File: src/hw/sgd_cfg.svh
// sgd_cfg.svh: offsets, field positions, reset values and constants
// of the scatter-gather channel command block; definitions only
`ifndef SGD_CFG_SVH
`define SGD_CFG_SVH

// per-channel window: addr[7:5]=0, addr[4:3]=channel, addr[2:0]=register
`define SGD_REG_CMD     3'h0
`define SGD_REG_SIZE_HI 3'h1
`define SGD_REG_SIZE_LO 3'h2
`define SGD_REG_ADR_HI  3'h3
`define SGD_REG_ADR_LO  3'h4
`define SGD_REG_PKT     3'h5
`define SGD_REG_STS     3'h6
`define SGD_REG_QUEUE   3'h7
`define SGD_WIN_CH      3'h0
// block-wide registers
`define SGD_REG_MODE    8'h20
`define SGD_REG_IRQ_STS 8'h21
`define SGD_REG_IRQ_MSK 8'h22

// channel_command fields
`define SGD_CMD_EN      0
`define SGD_CMD_PMSEL   1
`define SGD_CMD_HDR     2
`define SGD_CMD_MASK    8'h07
`define SGD_RST_CMD     8'h00
// status fields
`define SGD_STS_BUSY    7
`define SGD_STS_QFULL   3
`define SGD_STS_QEMPTY  2
// mode fields: bit 0 pairs channels 0/1, bits 7:4 packet_memory_write per channel
`define SGD_MODE_M2M    0
`define SGD_MODE_WR_LSB 4
`define SGD_RST_BYTE    8'h00
`define SGD_RST_WORD    16'h0000

// header arithmetic
`define SGD_HDR_OVH     16'h0009
`define SGD_HDR_EMPTY   16'h0008
`define SGD_HDR_ADD     16'h0008
`define SGD_SIZE_OFS    8'h06
`define SGD_ADR_LO_PM   8'h00

// completion_queue geometry
`define SGD_CQ_DEPTH    4
`define SGD_CQ_AW       2

`endif

File: src/hw/sgd_pkg.sv
// sgd_pkg: types shared by the scatter-gather channel command block
// assumes nothing of its surroundings
package sgd_pkg;

	// gray along idle -> header -> load -> run -> idle
	typedef enum logic [1:0] {
		SGD_IDLE = 2'b00,
		SGD_HDR  = 2'b01,
		SGD_LOAD = 2'b11,
		SGD_RUN  = 2'b10
	} sgd_state_t;

	typedef logic [15:0] sgd_word_t;
	typedef logic [7:0]  sgd_byte_t;
	typedef logic [1:0]  sgd_ch_t;

endpackage

File: src/hw/sgd_top.sv
// sgd_top: four scatter-gather channel command engines feeding a legacy
// DMA controller, with register port, completion queues and interrupt.
// assumes the legacy controller pulses I_TC per channel at terminal count
// and the packet memory answers one header read at a time.
// Contract
// - four independent channel command copies, 0..3
// - command bits 7:3 read zero
// - header flag matters only for packet memory
// - ISA target: register address, size minus one
// - packet, no header: size-1, address packet:00
// - header present: count is header size minus nine
// - header size eight: no transfer, queue packet
// - packet write: size-1 count, size+8 at six
// - channel-on bit enables or disables channel
// - disable on packet memory: queue packet, idle
// - disable on ISA memory: abandon, idle
// - paired disable: queue managed packet, no updates
// - pairing only between packet and ISA memory
// - busy reads one while transfer runs
// - ISA-to-packet: advance address, shrink size, min
//
// The implementer's own choices: the address-and-strobe port and the address map.
`timescale 1ns/100ps
`include "sgd_cfg.svh"

module sgd_top
	import sgd_pkg::*;
(
	// clock and reset
	input  wire logic       I_MCLK,
	input  wire logic       I_RST_N,
	// register port
	input  wire sgd_byte_t  I_ADDR,
	input  wire sgd_byte_t  I_WDATA,
	input  wire logic       I_WR,
	input  wire logic       I_RD,
	output sgd_byte_t       O_RDATA,
	// legacy controller load and terminal count
	output logic            O_LD_STB,
	output sgd_ch_t         O_LD_CH,
	output sgd_word_t       O_LD_CNT,
	output sgd_word_t       O_LD_ADR,
	output logic            O_LD_M2M,
	output sgd_word_t       O_LD_ADR1,
	input  wire logic [3:0] I_TC,
	// packet header read
	output logic            O_HDR_RD,
	output sgd_byte_t       O_HDR_PKT,
	input  wire logic       I_HDR_VLD,
	input  wire sgd_word_t  I_HDR_SIZE,
	// packet memory size write
	output logic            O_PM_WR,
	output sgd_byte_t       O_PM_PKT,
	output sgd_byte_t       O_PM_OFS,
	output sgd_word_t       O_PM_DATA,
	// interrupt
	output logic            O_IRQ
);

	function automatic sgd_word_t f_dec(input sgd_word_t x);
		f_dec = x - 16'h0001;
	endfunction

	function automatic sgd_word_t f_min(input sgd_word_t a, input sgd_word_t b);
		f_min = (a < b) ? a : b;
	endfunction

	// lowest-numbered requester wins; the others keep requesting until each is granted in turn
	function automatic sgd_ch_t f_first(input logic [3:0] r);
		f_first = 2'h0;
		for (int i = 3; i >= 0; i--) begin
			if (r[i]) begin
				f_first = 2'(i);
			end
		end
	endfunction

	// register state
	logic [3:0][7:0]  cmd_q, cmd_d, pkt_q, pkt_d;
	logic [3:0][15:0] size_q, size_d, adr_q, adr_d;
	logic [3:0]       start_q, start_d;
	sgd_byte_t        mode_q, mode_d, ists_q, ists_d, imsk_q, imsk_d;
	logic             irq_q, irq_d;
	// channel state
	sgd_state_t [3:0] st_q, st_d;
	logic [3:0][15:0] cnt_q, cnt_d;
	logic             hbusy_q, hbusy_d;
	sgd_ch_t          hch_q, hch_d;
	logic             ld_stb_q, ld_stb_d, ld_m2m_q, ld_m2m_d;
	sgd_ch_t          ld_ch_q, ld_ch_d;
	sgd_word_t        ld_cnt_q, ld_cnt_d, ld_adr_q, ld_adr_d, ld_adr1_q, ld_adr1_d;
	logic             hrd_q, hrd_d, pmwr_q, pmwr_d;
	sgd_byte_t        hpkt_q, hpkt_d, pmpkt_q, pmpkt_d;
	sgd_word_t        pmdat_q, pmdat_d;
	sgd_byte_t        rdata_q, rdata_d;
	// events and decode
	logic [3:0]       push, done_ev, abort_ev, start_clr, pop, q_empty, q_full, busy;
	logic [3:0]       en, pmsel, hdr, pmwrite, ld_req, hdr_req;
	logic [3:0][7:0]  q_data;
	logic             m2m, m2m_tc, win_ch;
	sgd_ch_t          mgd, gnt_ld, gnt_hdr, a_ch;
	logic [2:0]       a_reg;
	sgd_word_t        moved;

	assign m2m    = mode_q[`SGD_MODE_M2M];
	assign mgd    = pmsel[1] ? 2'h1 : 2'h0;
	assign win_ch = (I_ADDR[7:5] == `SGD_WIN_CH);
	assign a_ch   = I_ADDR[4:3];
	assign a_reg  = I_ADDR[2:0];
	assign moved  = cnt_q[0] + 16'h0001;

	always_comb begin
		for (int c = 0; c < 4; c++) begin
			en[c]      = cmd_q[c][`SGD_CMD_EN];
			pmsel[c]   = cmd_q[c][`SGD_CMD_PMSEL];
			hdr[c]     = cmd_q[c][`SGD_CMD_HDR];
			pmwrite[c] = mode_q[`SGD_MODE_WR_LSB + c];
			ld_req[c]  = (st_q[c] == SGD_LOAD);
			hdr_req[c] = (st_q[c] == SGD_HDR);
			// channel 1 is held busy by a paired run on channel 0
			busy[c]    = (st_q[c] != SGD_IDLE) ||
			             (m2m && (c == 1) && (st_q[0] != SGD_IDLE));
			pop[c]     = I_RD && win_ch && (a_ch == 2'(c)) && (a_reg == `SGD_REG_QUEUE);
		end
	end

	assign gnt_ld  = f_first(ld_req);
	assign gnt_hdr = f_first(hdr_req);

	// channel sequencing
	always_comb begin
		st_d      = st_q;
		cnt_d     = cnt_q;
		hbusy_d   = hbusy_q;
		hch_d     = hch_q;
		ld_stb_d  = 1'b0;
		ld_ch_d   = ld_ch_q;
		ld_cnt_d  = ld_cnt_q;
		ld_adr_d  = ld_adr_q;
		ld_adr1_d = ld_adr1_q;
		ld_m2m_d  = ld_m2m_q;
		hrd_d     = 1'b0;
		hpkt_d    = hpkt_q;
		pmwr_d    = 1'b0;
		pmpkt_d   = pmpkt_q;
		pmdat_d   = pmdat_q;
		push      = '0;
		done_ev   = '0;
		abort_ev  = '0;
		start_clr = '0;
		m2m_tc    = 1'b0;
		if (I_HDR_VLD) begin
			hbusy_d = 1'b0;
		end
		for (int c = 0; c < 4; c++) begin
			unique case (st_q[c])
				SGD_IDLE: begin
					if (en[c] && start_q[c] && !(m2m && (c == 1))) begin
						start_clr[c] = 1'b1;
						if (pmsel[c] && hdr[c] && !pmwrite[c] && !(m2m && c == 0)) begin
							st_d[c] = SGD_HDR;
						end else if (m2m && (c == 0)) begin
							cnt_d[c] = f_dec(f_min(size_q[0], size_q[1]));
							st_d[c]  = SGD_LOAD;
						end else begin
							cnt_d[c] = f_dec(size_q[c]);
							st_d[c]  = SGD_LOAD;
						end
					end
				end
				SGD_HDR: begin
					if (!hbusy_q && (gnt_hdr == 2'(c))) begin
						hrd_d   = 1'b1;
						hpkt_d  = pkt_q[c];
						hbusy_d = 1'b1;
						hch_d   = 2'(c);
					end
					if (I_HDR_VLD && hbusy_q && (hch_q == 2'(c))) begin
						if (I_HDR_SIZE == `SGD_HDR_EMPTY) begin
							push[c]    = 1'b1;
							done_ev[c] = 1'b1;
							st_d[c]    = SGD_IDLE;
						end else begin
							cnt_d[c] = I_HDR_SIZE - `SGD_HDR_OVH;
							st_d[c]  = SGD_LOAD;
						end
					end
				end
				SGD_LOAD: begin
					if (gnt_ld == 2'(c)) begin
						ld_stb_d  = 1'b1;
						ld_ch_d   = 2'(c);
						ld_cnt_d  = cnt_q[c];
						ld_adr_d  = pmsel[c] ? {pkt_q[c], `SGD_ADR_LO_PM} : adr_q[c];
						ld_m2m_d  = m2m && (c == 0);
						ld_adr1_d = pmsel[1] ? {pkt_q[1], `SGD_ADR_LO_PM} : adr_q[1];
						if (pmwrite[c] && pmsel[c]) begin
							pmwr_d  = 1'b1;
							pmpkt_d = pkt_q[c];
							pmdat_d = size_q[c] + `SGD_HDR_ADD;
						end
						if (m2m && (c == 0) && pmsel[1] && hdr[1]) begin
							pmwr_d  = 1'b1;
							pmpkt_d = pkt_q[1];
							pmdat_d = cnt_q[0] + 16'h0001 + `SGD_HDR_ADD;
						end
						st_d[c] = SGD_RUN;
					end
				end
				SGD_RUN: begin
					if (I_TC[c]) begin
						st_d[c] = SGD_IDLE;
						if (m2m && (c == 0)) begin
							m2m_tc       = 1'b1;
							push[mgd]    = 1'b1;
							done_ev[mgd] = 1'b1;
						end else if (pmsel[c]) begin
							push[c]    = 1'b1;
							done_ev[c] = 1'b1;
						end
					end
				end
			endcase
			// a disable before terminal count wins over everything above
			if ((st_q[c] != SGD_IDLE) && (!en[c] || (m2m && (c == 0) && !en[1]))) begin
				st_d[c]     = SGD_IDLE;
				abort_ev[c] = 1'b1;
				done_ev[c]  = 1'b0;
				// a load granted in the disabling cycle would start an orphan transfer
				if ((st_q[c] == SGD_LOAD) && (gnt_ld == 2'(c))) begin
					ld_stb_d  = 1'b0;
					ld_ch_d   = ld_ch_q;
					ld_cnt_d  = ld_cnt_q;
					ld_adr_d  = ld_adr_q;
					ld_m2m_d  = ld_m2m_q;
					ld_adr1_d = ld_adr1_q;
					pmwr_d    = 1'b0;
				end
				if ((st_q[c] == SGD_HDR) && !hbusy_q && (gnt_hdr == 2'(c))) begin
					hrd_d   = 1'b0;
					hbusy_d = 1'b0;
				end
				if (m2m && (c == 0)) begin
					m2m_tc       = 1'b0;
					push[1:0]    = 2'b00;
					done_ev[1:0] = 2'b00;
					push[mgd]    = 1'b1;
				end else begin
					push[c] = pmsel[c];
				end
			end
		end
	end

	// register file
	always_comb begin
		cmd_d   = cmd_q;
		size_d  = size_q;
		adr_d   = adr_q;
		pkt_d   = pkt_q;
		start_d = start_q & ~start_clr;
		mode_d  = mode_q;
		imsk_d  = imsk_q;
		ists_d  = ists_q;
		if (I_WR && win_ch) begin
			unique case (a_reg)
				`SGD_REG_CMD:     cmd_d[a_ch] = I_WDATA & `SGD_CMD_MASK;
				`SGD_REG_SIZE_HI: size_d[a_ch][15:8] = I_WDATA;
				`SGD_REG_SIZE_LO: size_d[a_ch][7:0] = I_WDATA;
				`SGD_REG_ADR_HI:  adr_d[a_ch][15:8] = I_WDATA;
				`SGD_REG_ADR_LO:  adr_d[a_ch][7:0] = I_WDATA;
				`SGD_REG_PKT: begin
					pkt_d[a_ch]   = I_WDATA;
					start_d[a_ch] = 1'b1;
				end
				`SGD_REG_STS:     ;
				`SGD_REG_QUEUE:   ;
			endcase
		end
		if (I_WR && (I_ADDR == `SGD_REG_MODE)) begin
			mode_d = I_WDATA;
		end
		if (I_WR && (I_ADDR == `SGD_REG_IRQ_MSK)) begin
			imsk_d = I_WDATA;
		end
		if (I_WR && (I_ADDR == `SGD_REG_IRQ_STS)) begin
			ists_d = ists_q & ~I_WDATA;
		end
		// an event in the clearing cycle still lands
		ists_d = ists_d | {abort_ev, done_ev};
		// paired updates only on a clean terminal count
		if (m2m_tc) begin
			if (!pmsel[0]) begin
				adr_d[0]  = adr_q[0] + moved;
				size_d[0] = size_q[0] - moved;
			end else begin
				adr_d[1] = adr_q[1] + moved;
			end
		end
	end

	assign irq_d = |(ists_d & imsk_d);

	// read port: data stand in the cycle after the strobe only
	always_comb begin
		rdata_d = `SGD_RST_BYTE;
		if (I_RD && win_ch) begin
			unique case (a_reg)
				`SGD_REG_CMD:     rdata_d = cmd_q[a_ch] & `SGD_CMD_MASK;
				`SGD_REG_SIZE_HI: rdata_d = size_q[a_ch][15:8];
				`SGD_REG_SIZE_LO: rdata_d = size_q[a_ch][7:0];
				`SGD_REG_ADR_HI:  rdata_d = adr_q[a_ch][15:8];
				`SGD_REG_ADR_LO:  rdata_d = adr_q[a_ch][7:0];
				`SGD_REG_PKT:     rdata_d = pkt_q[a_ch];
				`SGD_REG_STS: begin
					rdata_d[`SGD_STS_BUSY]   = busy[a_ch];
					rdata_d[`SGD_STS_QFULL]  = q_full[a_ch];
					rdata_d[`SGD_STS_QEMPTY] = q_empty[a_ch];
				end
				`SGD_REG_QUEUE:   rdata_d = q_empty[a_ch] ? `SGD_RST_BYTE : q_data[a_ch];
			endcase
		end else if (I_RD && (I_ADDR == `SGD_REG_MODE)) begin
			rdata_d = mode_q;
		end else if (I_RD && (I_ADDR == `SGD_REG_IRQ_STS)) begin
			rdata_d = ists_q;
		end else if (I_RD && (I_ADDR == `SGD_REG_IRQ_MSK)) begin
			rdata_d = imsk_q;
		end
	end

	for (genvar g = 0; g < 4; g++) begin : g_cq
		sgd_cq u_cq (
			.i_clk   (I_MCLK),
			.i_rst_n (I_RST_N),
			.i_push  (push[g]),
			.i_data  (pkt_q[g]),
			.i_pop   (pop[g]),
			.o_data  (q_data[g]),
			.o_empty (q_empty[g]),
			.o_full  (q_full[g])
		);
	end

	always_ff @(posedge I_MCLK or negedge I_RST_N) begin
		if (!I_RST_N) begin
			for (int c = 0; c < 4; c++) begin
				cmd_q[c]  <= `SGD_RST_CMD;
				pkt_q[c]  <= `SGD_RST_BYTE;
				size_q[c] <= `SGD_RST_WORD;
				adr_q[c]  <= `SGD_RST_WORD;
				cnt_q[c]  <= `SGD_RST_WORD;
				st_q[c]   <= SGD_IDLE;
			end
			start_q   <= '0;
			mode_q    <= `SGD_RST_BYTE;
			ists_q    <= `SGD_RST_BYTE;
			imsk_q    <= `SGD_RST_BYTE;
			irq_q     <= 1'b0;
			hbusy_q   <= 1'b0;
			hch_q     <= 2'h0;
			ld_stb_q  <= 1'b0;
			ld_ch_q   <= 2'h0;
			ld_cnt_q  <= `SGD_RST_WORD;
			ld_adr_q  <= `SGD_RST_WORD;
			ld_adr1_q <= `SGD_RST_WORD;
			ld_m2m_q  <= 1'b0;
			hrd_q     <= 1'b0;
			hpkt_q    <= `SGD_RST_BYTE;
			pmwr_q    <= 1'b0;
			pmpkt_q   <= `SGD_RST_BYTE;
			pmdat_q   <= `SGD_RST_WORD;
			rdata_q   <= `SGD_RST_BYTE;
		end else begin
			cmd_q     <= cmd_d;
			pkt_q     <= pkt_d;
			size_q    <= size_d;
			adr_q     <= adr_d;
			cnt_q     <= cnt_d;
			st_q      <= st_d;
			start_q   <= start_d;
			mode_q    <= mode_d;
			ists_q    <= ists_d;
			imsk_q    <= imsk_d;
			irq_q     <= irq_d;
			hbusy_q   <= hbusy_d;
			hch_q     <= hch_d;
			ld_stb_q  <= ld_stb_d;
			ld_ch_q   <= ld_ch_d;
			ld_cnt_q  <= ld_cnt_d;
			ld_adr_q  <= ld_adr_d;
			ld_adr1_q <= ld_adr1_d;
			ld_m2m_q  <= ld_m2m_d;
			hrd_q     <= hrd_d;
			hpkt_q    <= hpkt_d;
			pmwr_q    <= pmwr_d;
			pmpkt_q   <= pmpkt_d;
			pmdat_q   <= pmdat_d;
			rdata_q   <= rdata_d;
		end
	end

	assign O_RDATA   = rdata_q;
	assign O_LD_STB  = ld_stb_q;
	assign O_LD_CH   = ld_ch_q;
	assign O_LD_CNT  = ld_cnt_q;
	assign O_LD_ADR  = ld_adr_q;
	assign O_LD_M2M  = ld_m2m_q;
	assign O_LD_ADR1 = ld_adr1_q;
	assign O_HDR_RD  = hrd_q;
	assign O_HDR_PKT = hpkt_q;
	assign O_PM_WR   = pmwr_q;
	assign O_PM_PKT  = pmpkt_q;
	assign O_PM_OFS  = `SGD_SIZE_OFS;
	assign O_PM_DATA = pmdat_q;
	assign O_IRQ     = irq_q;

endmodule // sgd_top

File: src/hw/sgd_cq.sv
// sgd_cq: one completion_queue, a small FIFO of packet numbers
// assumes push and pop are never both asked of an illegal state
`timescale 1ns/100ps
`include "sgd_cfg.svh"

module sgd_cq
	import sgd_pkg::*;
(
	// clock and reset
	input  wire logic      i_clk,
	input  wire logic      i_rst_n,
	// fill side
	input  wire logic      i_push,
	input  wire sgd_byte_t i_data,
	// drain side
	input  wire logic      i_pop,
	output sgd_byte_t      o_data,
	output logic           o_empty,
	output logic           o_full
);

	sgd_byte_t              mem_q [`SGD_CQ_DEPTH];
	sgd_byte_t              mem_d [`SGD_CQ_DEPTH];
	logic [`SGD_CQ_AW-1:0]  wp_q, wp_d, rp_q, rp_d;
	logic [`SGD_CQ_AW:0]    n_q, n_d;
	logic                   do_push, do_pop;

	// a push into a full queue is dropped; firmware sees full in status
	assign do_push = i_push && (n_q != (`SGD_CQ_AW+1)'(`SGD_CQ_DEPTH));
	assign do_pop  = i_pop && (n_q != '0);

	always_comb begin
		mem_d = mem_q;
		wp_d  = wp_q;
		rp_d  = rp_q;
		n_d   = n_q;
		if (do_push) begin
			mem_d[wp_q] = i_data;
			wp_d        = wp_q + 1'b1;
		end
		if (do_pop) begin
			rp_d = rp_q + 1'b1;
		end
		if (do_push && !do_pop) begin
			n_d = n_q + 1'b1;
		end else if (do_pop && !do_push) begin
			n_d = n_q - 1'b1;
		end
	end

	always_ff @(posedge i_clk or negedge i_rst_n) begin
		if (!i_rst_n) begin
			for (int i = 0; i < `SGD_CQ_DEPTH; i++) begin
				mem_q[i] <= `SGD_RST_BYTE;
			end
			wp_q <= '0;
			rp_q <= '0;
			n_q  <= '0;
		end else begin
			mem_q <= mem_d;
			wp_q  <= wp_d;
			rp_q  <= rp_d;
			n_q   <= n_d;
		end
	end

	assign o_data  = mem_q[rp_q];
	assign o_empty = (n_q == '0);
	assign o_full  = (n_q == (`SGD_CQ_AW+1)'(`SGD_CQ_DEPTH));

endmodule // sgd_cq

File: config.mk
export PLATFORM = sky130hd
export DESIGN_NAME = sgd_top
export DESIGN_NICKNAME = d
export VERILOG_FILES = /design/src/hw/sgd_pkg.sv /design/src/hw/sgd_top.sv /design/src/hw/sgd_cq.sv
export VERILOG_INCLUDE_DIRS = /design/src /design/src/hw
export SDC_FILE = /design/constraint.sdc
export NUM_CORES = 2
export LEC_CHECK = 0
export ABC_AREA = 1
export BUFFER_PORTS_ARGS = -buffer_cell sky130_fd_sc_hd__buf_2
export CELL_PAD_IN_SITES_DETAIL_PLACEMENT = 1
export CELL_PAD_IN_SITES_GLOBAL_PLACEMENT = 1
export CORE_UTILIZATION = 50
export DETAILED_ROUTE_END_ITERATION = 12
export PLACE_DENSITY_LB_ADDON = 0.1
export REMOVE_ABC_BUFFERS = 1
export SLEW_MARGIN = 20
export SYNTH_ARGS = -nofsm -noshare
export SYNTH_HDL_FRONTEND = slang
export SYNTH_SLANG_ARGS = --single-unit
File: constraint.sdc
create_clock -name I_MCLK -period 8 [get_ports I_MCLK]
set_input_delay 2 -clock I_MCLK [delete_from_list [all_inputs] [get_ports I_MCLK]]
set_output_delay 2 -clock I_MCLK [all_outputs]
set_load 0.01 [all_outputs]
## Word level (Yosys, flattened, before mapping)

Index checks and enable logic that the tools add are counted.

- Add/sub/neg operators: 31
- $mul: 0
- Divide/modulo/power cells: 0
- Order comparisons: 17
- Eq/ne operators: 76
- Shift operators: 0
- Multiplexer cells: 405
- Bitwise logic cells: 16
- Reductions and logical operators: 150

Operators with widths:

| cell | number |
|---|---|
| two-way mux 16 bit | 88 |
| two-way mux 8 bit | 44 |
| bitwise mux 64 bit | 4 |
| one-hot mux 64 bit (2 select lines) | 2 |
| bitwise mux 32 bit | 6 |
| two-way mux 1 bit | 144 |
| one-hot mux 16 bit (2 select lines) | 4 |
| two-way mux 2 bit | 59 |
| binary-select mux 8 bit (select 2 bit) | 7 |
| logical AND 1 bit | 85 |
| adder 16 x 4 -> 16 bit (second input constant) | 5 |
| demux 8 bit (select 2 bit) | 5 |
| subtractor 16 x 1 -> 16 bit (second input constant) | 5 |
| binary-select mux 16 bit (select 2 bit) | 2 |
| demux 16 bit (select 2 bit) | 2 |
| two-way mux 32 bit | 2 |
| two-way mux 3 bit | 12 |
| != test 3 bit (second input constant) | 12 |
| adder 16 bit | 2 |
| equality test 2 bit (second input constant) | 16 |
| one-hot mux 2 bit (4 select lines) | 4 |
| nonzero test 2 bit | 14 |
| != test 2 bit (second input constant) | 13 |
| equality test 3 bit (second input constant) | 8 |
| other kinds (44) | 150 |

- Register bits after elaboration: 546
- Bits in latches: 0
- Bits in writable memories: 0
- ROM bits: 0
- Word-level logic and storage cells: 766
- Memories: 0

## Logic depth before layout (Yosys ltp)

- Depth after elaboration: 25
- Gate-level depth with buffers: 23
- Mapped depth without buffers: 23

## Cells and area by module

A second synthesis with hierarchy kept.

- Cells, all modules: 4616
- Area total of the unflattened synthesis: 34111.5 sq um

By module, submodules not included:

| module | times used | cells each | area an instance (sq um) | sequential area each (sq um) |
|---|---|---|---|---|
| sgd_top | 1 | 3616 | 26018.7 | 9258.9 |
| sgd_cq | 4 | 250 | 2023.2 | 975.9 |

## Least setup slack after synthesis

No wires, ideal clock.

- Path type: input port to flip-flop
- Start point: input port I_HDR_SIZE[0]
- End point: register g_cq[0].u_cq.n_q[2]
- Library setup time: 0.131 ns
- Arrival: 4.450 ns
- Required time: 7.869 ns
- Slack: 3.419 ns
- Cell stages on the path: 17
- Path buffers: 1
- Cells stage by stage: inv_1 -> ha_1 -> nand2_1 -> nor4_4 -> nand3_1 -> o21ai_0 -> nand3_1 -> o21ai_1 -> nand2_2 -> clkbuf_1 -> inv_1 -> ha_1 -> inv_1 -> fa_1 -> a21oi_1 -> o21ai_0 -> xor2_1

- Word-level cells in the longest chain between the ends: 9
- Elaborated cells between the ends (all ways): 11

RTL lines:

| element | line | text |
|---|---|---|
| start, declared | sgd_top.sv:50 | `input wire sgd_word_t I_HDR_SIZE,` |
| equality test 16 x 4 -> 1 bit (no source line) * | -- |  |
| two-way mux 1 bit * | sgd_top.sv:179 | `` if (I_HDR_SIZE == `SGD_HDR_EMPTY) begin `` |
| two-way mux 1 bit * | sgd_top.sv:178 | `if (I_HDR_VLD && hbusy_q && (hch_q == 2'(c))) begin` |
| one-hot mux 1 bit (2 select lines) * | sgd_top.sv:156 | `unique case (st_q[c])` |
| two-way mux 4 bit * | sgd_top.sv:225 | `if ((st_q[c] != SGD_IDLE) && (!en[c] \|\| (m2m && (c == 0) && !en[1]))) begin` |
| logical AND 1 bit * | sgd_cq.sv:29 | `` assign do_push = i_push && (n_q != (`SGD_CQ_AW+1)'(`SGD_CQ_DEPTH)); `` |
| named net g_cq[0].u_cq.do_push | sgd_cq.sv:26 | `logic do_push, do_pop;` |
| logical NOT 1 bit | sgd_cq.sv:46 | `end else if (do_pop && !do_push) begin` |
| logical AND 1 bit | sgd_cq.sv:46 |  |
| nonzero test 2 bit (no source line) | -- |  |
| end signal, assigned | sgd_cq.sv:63 | `n_q <= n_d;` |
| end, declared | sgd_cq.sv:25 | `` logic [`SGD_CQ_AW:0] n_q, n_d; `` |

The timed path passes the listed nets; every way through them passes the cells marked *.
A chain may end at the register's enable or synchronous reset.

## Worst setup path after layout

Ends and elaborated chain as after synthesis.

==> run summary <==
Clock Skews: 0.0182 ns
Synthesized cell area: 33600 µm²
Clk root buf: clkbuf_16
Power Internal: 0.00658 W
Number of fill cells: 8424
Largest cells by area after synthesis: dfrtp_1 (39%), nand2_1 (12%), o21ai_0 (9.2%), inv_1 (5.2%), ha_1 (4.2%)
CTS sink count: 526
Total power: 0.0118 W
Leak pwr: 17.5 nW
Setup TNS Final: 0 ns
Sw Ratio: 44.3%
Avg WL per Cell: 28.5 µm
Hold buffer count at CTS: 0
Grt total ovfl: 0
Gpl congestion: 0.999
H-tree Lvls: 2
Worst setup EP type: flop
Period utilization: 64.6%
Setup CP Type: primary input to flop
Arrival @ worst endpoint: 5.71 ns
Synth top area share: 39.1%
Via count: 36102
Req. time, crit path: 8.54 ns
Switch Pwr: 0.00523 W
Initial DRC Count: 4394
CTS resizes: 0
Max Slew Vio Count: 0
Pwr Density: 319 nW/µm²
Number of vias per cell: 6.57
Die Area: 68300 µm²
Top fanout value on the critical path: 24
Deepest clock path buffer count: 3
Slowest CP cell: nor4_4
Nets@finish: 4742
Hold Slack: 0.478 ns
Detailed-route wire length: 157000 µm
Least-Margin Pin Slew: 1.16 ns
Tot GR Track Use: 45.4%
Hold Crit Class: flop to flop
Site row count: 94
CTS Buf Count: 61
Initial Utilization: 50.8%
Multi-input combinational cell area: 17700 µm²
Mapped Cells: 4564
Core area: 66200 µm²
Peak VDD IR: 0.260 mV
Syn Area/Cell: 7.37 µm²
Placed wire-length estimate: 114000 µm
Synth Flop Type: dfrtp_1
Die Height: 261 µm
Pin count of the biggest net entering global routing: 159
Antenna Violating Nets Remaining: 0
Clock transition at the registers of the reported paths: 0.06 ns
Reg area: 13200 µm²
Layout cells sized above 1: 8.38%
Most used cell, CP: inv_1
Synthesis-to-layout area growth: 9.94%
Die X: 261 µm
Crit-path cells: buf_2 > inv_1 > ha_1 > nand2_1 > nor4_4 > nand3_1 > o21ai_0 > nand3_1 > o21ai_1 > nand2_2 > inv_1 > ha_1 > inv_1 > fa_1 > a21oi_1 > o21ai_0 > xor2_1
R2R Setup Slk: 2.97 ns
DRC viols: 0
Distinct cell type count of the synthesized netlist: 70
Initial antenna violation count: 6
Drt pass-1 iters: 8
Hold Fails Final Rpt: 0
Synth warn: 0
Clk Latency, worst-skew pair: 0.67 ns
Crit-path max cell delay: 0.58 ns
EDFF count, synth: 0
FF+latch count, synth: 526
Seq pwr share: 33.5%
Max frequency: 193 MHz
Post-synth ARST share: 100%
Worst slew margin: 22.5%
Seq/Total Area, Yosys: 39.1%
CP startpoint kind: primary input
RSZ-0062 raised after global routing: no
I/O Buffers: 135
Clk pwr share: 26.2%
Number of setup buffers added after CTS: 0
Number of global-route vias before repair: 35095
Final setup violation count: 0
Area leader, netlist: dfrtp_1
Max Cap Violations: 0
CTS tree: done
Global-route wire length before repair: 229000 µm
Ports: 144
Fin crit period: 5.17 ns
Status: complete, no violations
Comb power frac: 40.3%
## synthesized netlist by cell type (9+ instances only)
| master | count |
|---|---|
| o211ai_1 | 50 |
| dfrtp_1 | 526 |
| nor2_1 | 313 |
| buf_1 | 9 |
| buf_2 | 21 |
| a21oi_1 | 257 |
| nor4_1 | 15 |
| inv_2 | 18 |
| o21ai_0 | 619 |
| xnor2_1 | 13 |
| o221ai_1 | 13 |
| or2_2 | 12 |
| nand2_2 | 9 |
| buf_4 | 15 |
| o21a_1 | 48 |
| o21ai_1 | 18 |
| xor2_1 | 73 |
| ha_1 | 112 |
| nand4_1 | 55 |
| a31oi_1 | 35 |
| nor2_4 | 15 |
| inv_1 | 464 |
| a22o_1 | 14 |
| o2111ai_1 | 34 |
| a221oi_1 | 10 |
| a22oi_1 | 33 |
| clkbuf_1 | 177 |
| nor2_2 | 14 |
| buf_6 | 10 |
| nor3_1 | 46 |
| o22ai_1 | 123 |
| nand3_1 | 236 |
| o31ai_1 | 12 |
| nand2_1 | 1056 |
## cell families after synthesis
family | after synthesis | share of synthesized area [%]
simple gates | 1796 | 22.9
compound gates | 1305 | 22.3
buf+inv | 722 | 8.52
flops | 526 | 39.1
fa+ha+maj | 119 | 4.58
xor+xnor | 87 | 2.29
mux | 7 | 0.219
other cells | 2 | 0.0223
## cell usage in the layout (no fill, tap or decap), drive strengths merged, types with 3 or more instances in the layout
| cell type | n |
|---|---|
| o22ai | 123 |
| a21oi | 258 |
| inv | 484 |
| or2 | 14 |
| clkbuf | 85 |
| nor3 | 52 |
| o21ai | 641 |
| a221oi | 10 |
| nor2 | 348 |
| mux2i | 4 |
| o32ai | 6 |
| o31ai | 12 |
| clkinvlp | 4 |
| o2111ai | 34 |
| nand2 | 1066 |
| xnor2 | 13 |
| nand3 | 238 |
| o221ai | 13 |
| o21a | 48 |
| a22o | 14 |
| a31oi | 36 |
| ha | 112 |
| conb | 8 |
| mux2 | 3 |
| buf | 181 |
| dfrtp | 526 |
| o211ai | 50 |
| o21bai | 3 |
| a32o | 3 |
| a211oi | 4 |
| nand4 | 56 |
| a2bb2oi | 3 |
| a22oi | 33 |
| bufinv | 8 |
| nor4 | 17 |
| o311ai | 4 |
| fa | 7 |
| xor2 | 74 |
| clkinv | 22 |
## worst paths after layout
path | start | endpoint | cells after the start
max | I_HDR_SIZE[0] | g_cq[0].u_cq.n_q[2]$_DFFE_PN0P_ | 17
min | cnt_q[15]$_DFFE_PN0P_ | cnt_q[15]$_DFFE_PN0P_ | 2
max reg2reg | st_q[0]$_DFFE_PN0P_ | O_LD_ADR[0]$_DFFE_PN0P_ | 9
min reg2reg | cnt_q[15]$_DFFE_PN0P_ | cnt_q[15]$_DFFE_PN0P_ | 2
max in group asynchronous | I_RST_N | cnt_q[14]$_DFFE_PN0P_ | 2
min in group asynchronous | I_RST_N | g_cq[1].u_cq.mem_q[18]$_DFFE_PN0P_ | 1
## registers in the layout, summed over array words and instances (netlist names), 12 cells and up
name / count
g_cq.u_cq.mem_q: 128
adr_q: 64
cnt_q: 64
size_q: 64
pkt_q: 32
O_LD_ADR1: 16
O_LD_ADR: 16
O_LD_CNT: 16
O_PM_DATA: 16
cmd_q: 12
g_cq.u_cq.n_q: 12
## critical path: cells and delay by family
kind	cells	cell delay, ns
and+or+nand+nor	5	1.51
AOI/OAI and AO/OA	4	0.76
buffers and inverters	4	0.52
xor gates and xnor gates	1	0.15
adders and majority gates	3	0.75
## power groups by stage
stage	Combinational [W]	Clock, W	Sequential (W)
after detailed placement	0.00454	0	0.00395
after CTS	0.00461	0.00308	0.00392
after global routing	0.00515	0.00317	0.00400
after floorplan	0.00277	0	0.00381
after global placement	0.00439	0	0.00393
final	0.00476	0.00309	0.00395
## cell type report
| cell class | instances | share of cell area [%] |
|---|---|---|
| Inverter | 490 | 4.97 |
| Antenna cell | 2 | 0.0135 |
| Sequential cell | 526 | 35.6 |
| Clock inverter | 28 | 1.04 |
| Multi-Input combinational cell | 3322 | 47.8 |
| Tap cell | 864 | 2.92 |
| Clock buffer | 85 | 4.83 |
| Timing Repair Buffer | 181 | 2.89 |
## metrics by stage
| step | setup WS [ns] | utilization (%) | area, µm² | std cells |
|---|---|---|---|---|
| after floorplan | 2.68 | - | 32600 | 4338 |
| after global placement | 2.40 | 52.6 | 34800 | 5383 |
| after detailed placement | 2.34 | 52.6 | 34800 | 5383 |
| after CTS | 2.99 | 55.9 | 37000 | 5496 |
| after global routing | 2.55 | 55.9 | 37000 | 5496 |
| final | 2.83 | 55.9 | 37000 | 5498 |
## metal layers
layer  global-route usage [%]  up-vias  wire [µm]
met4                     23.8        6       9590
met1                     61.1    17838      62100
met3                     13.0      553      19400
met5                        0        -         46
met2                     66.1     2261      65500
li1                         -    15444          -
Power figures use the tool's default switching activity.
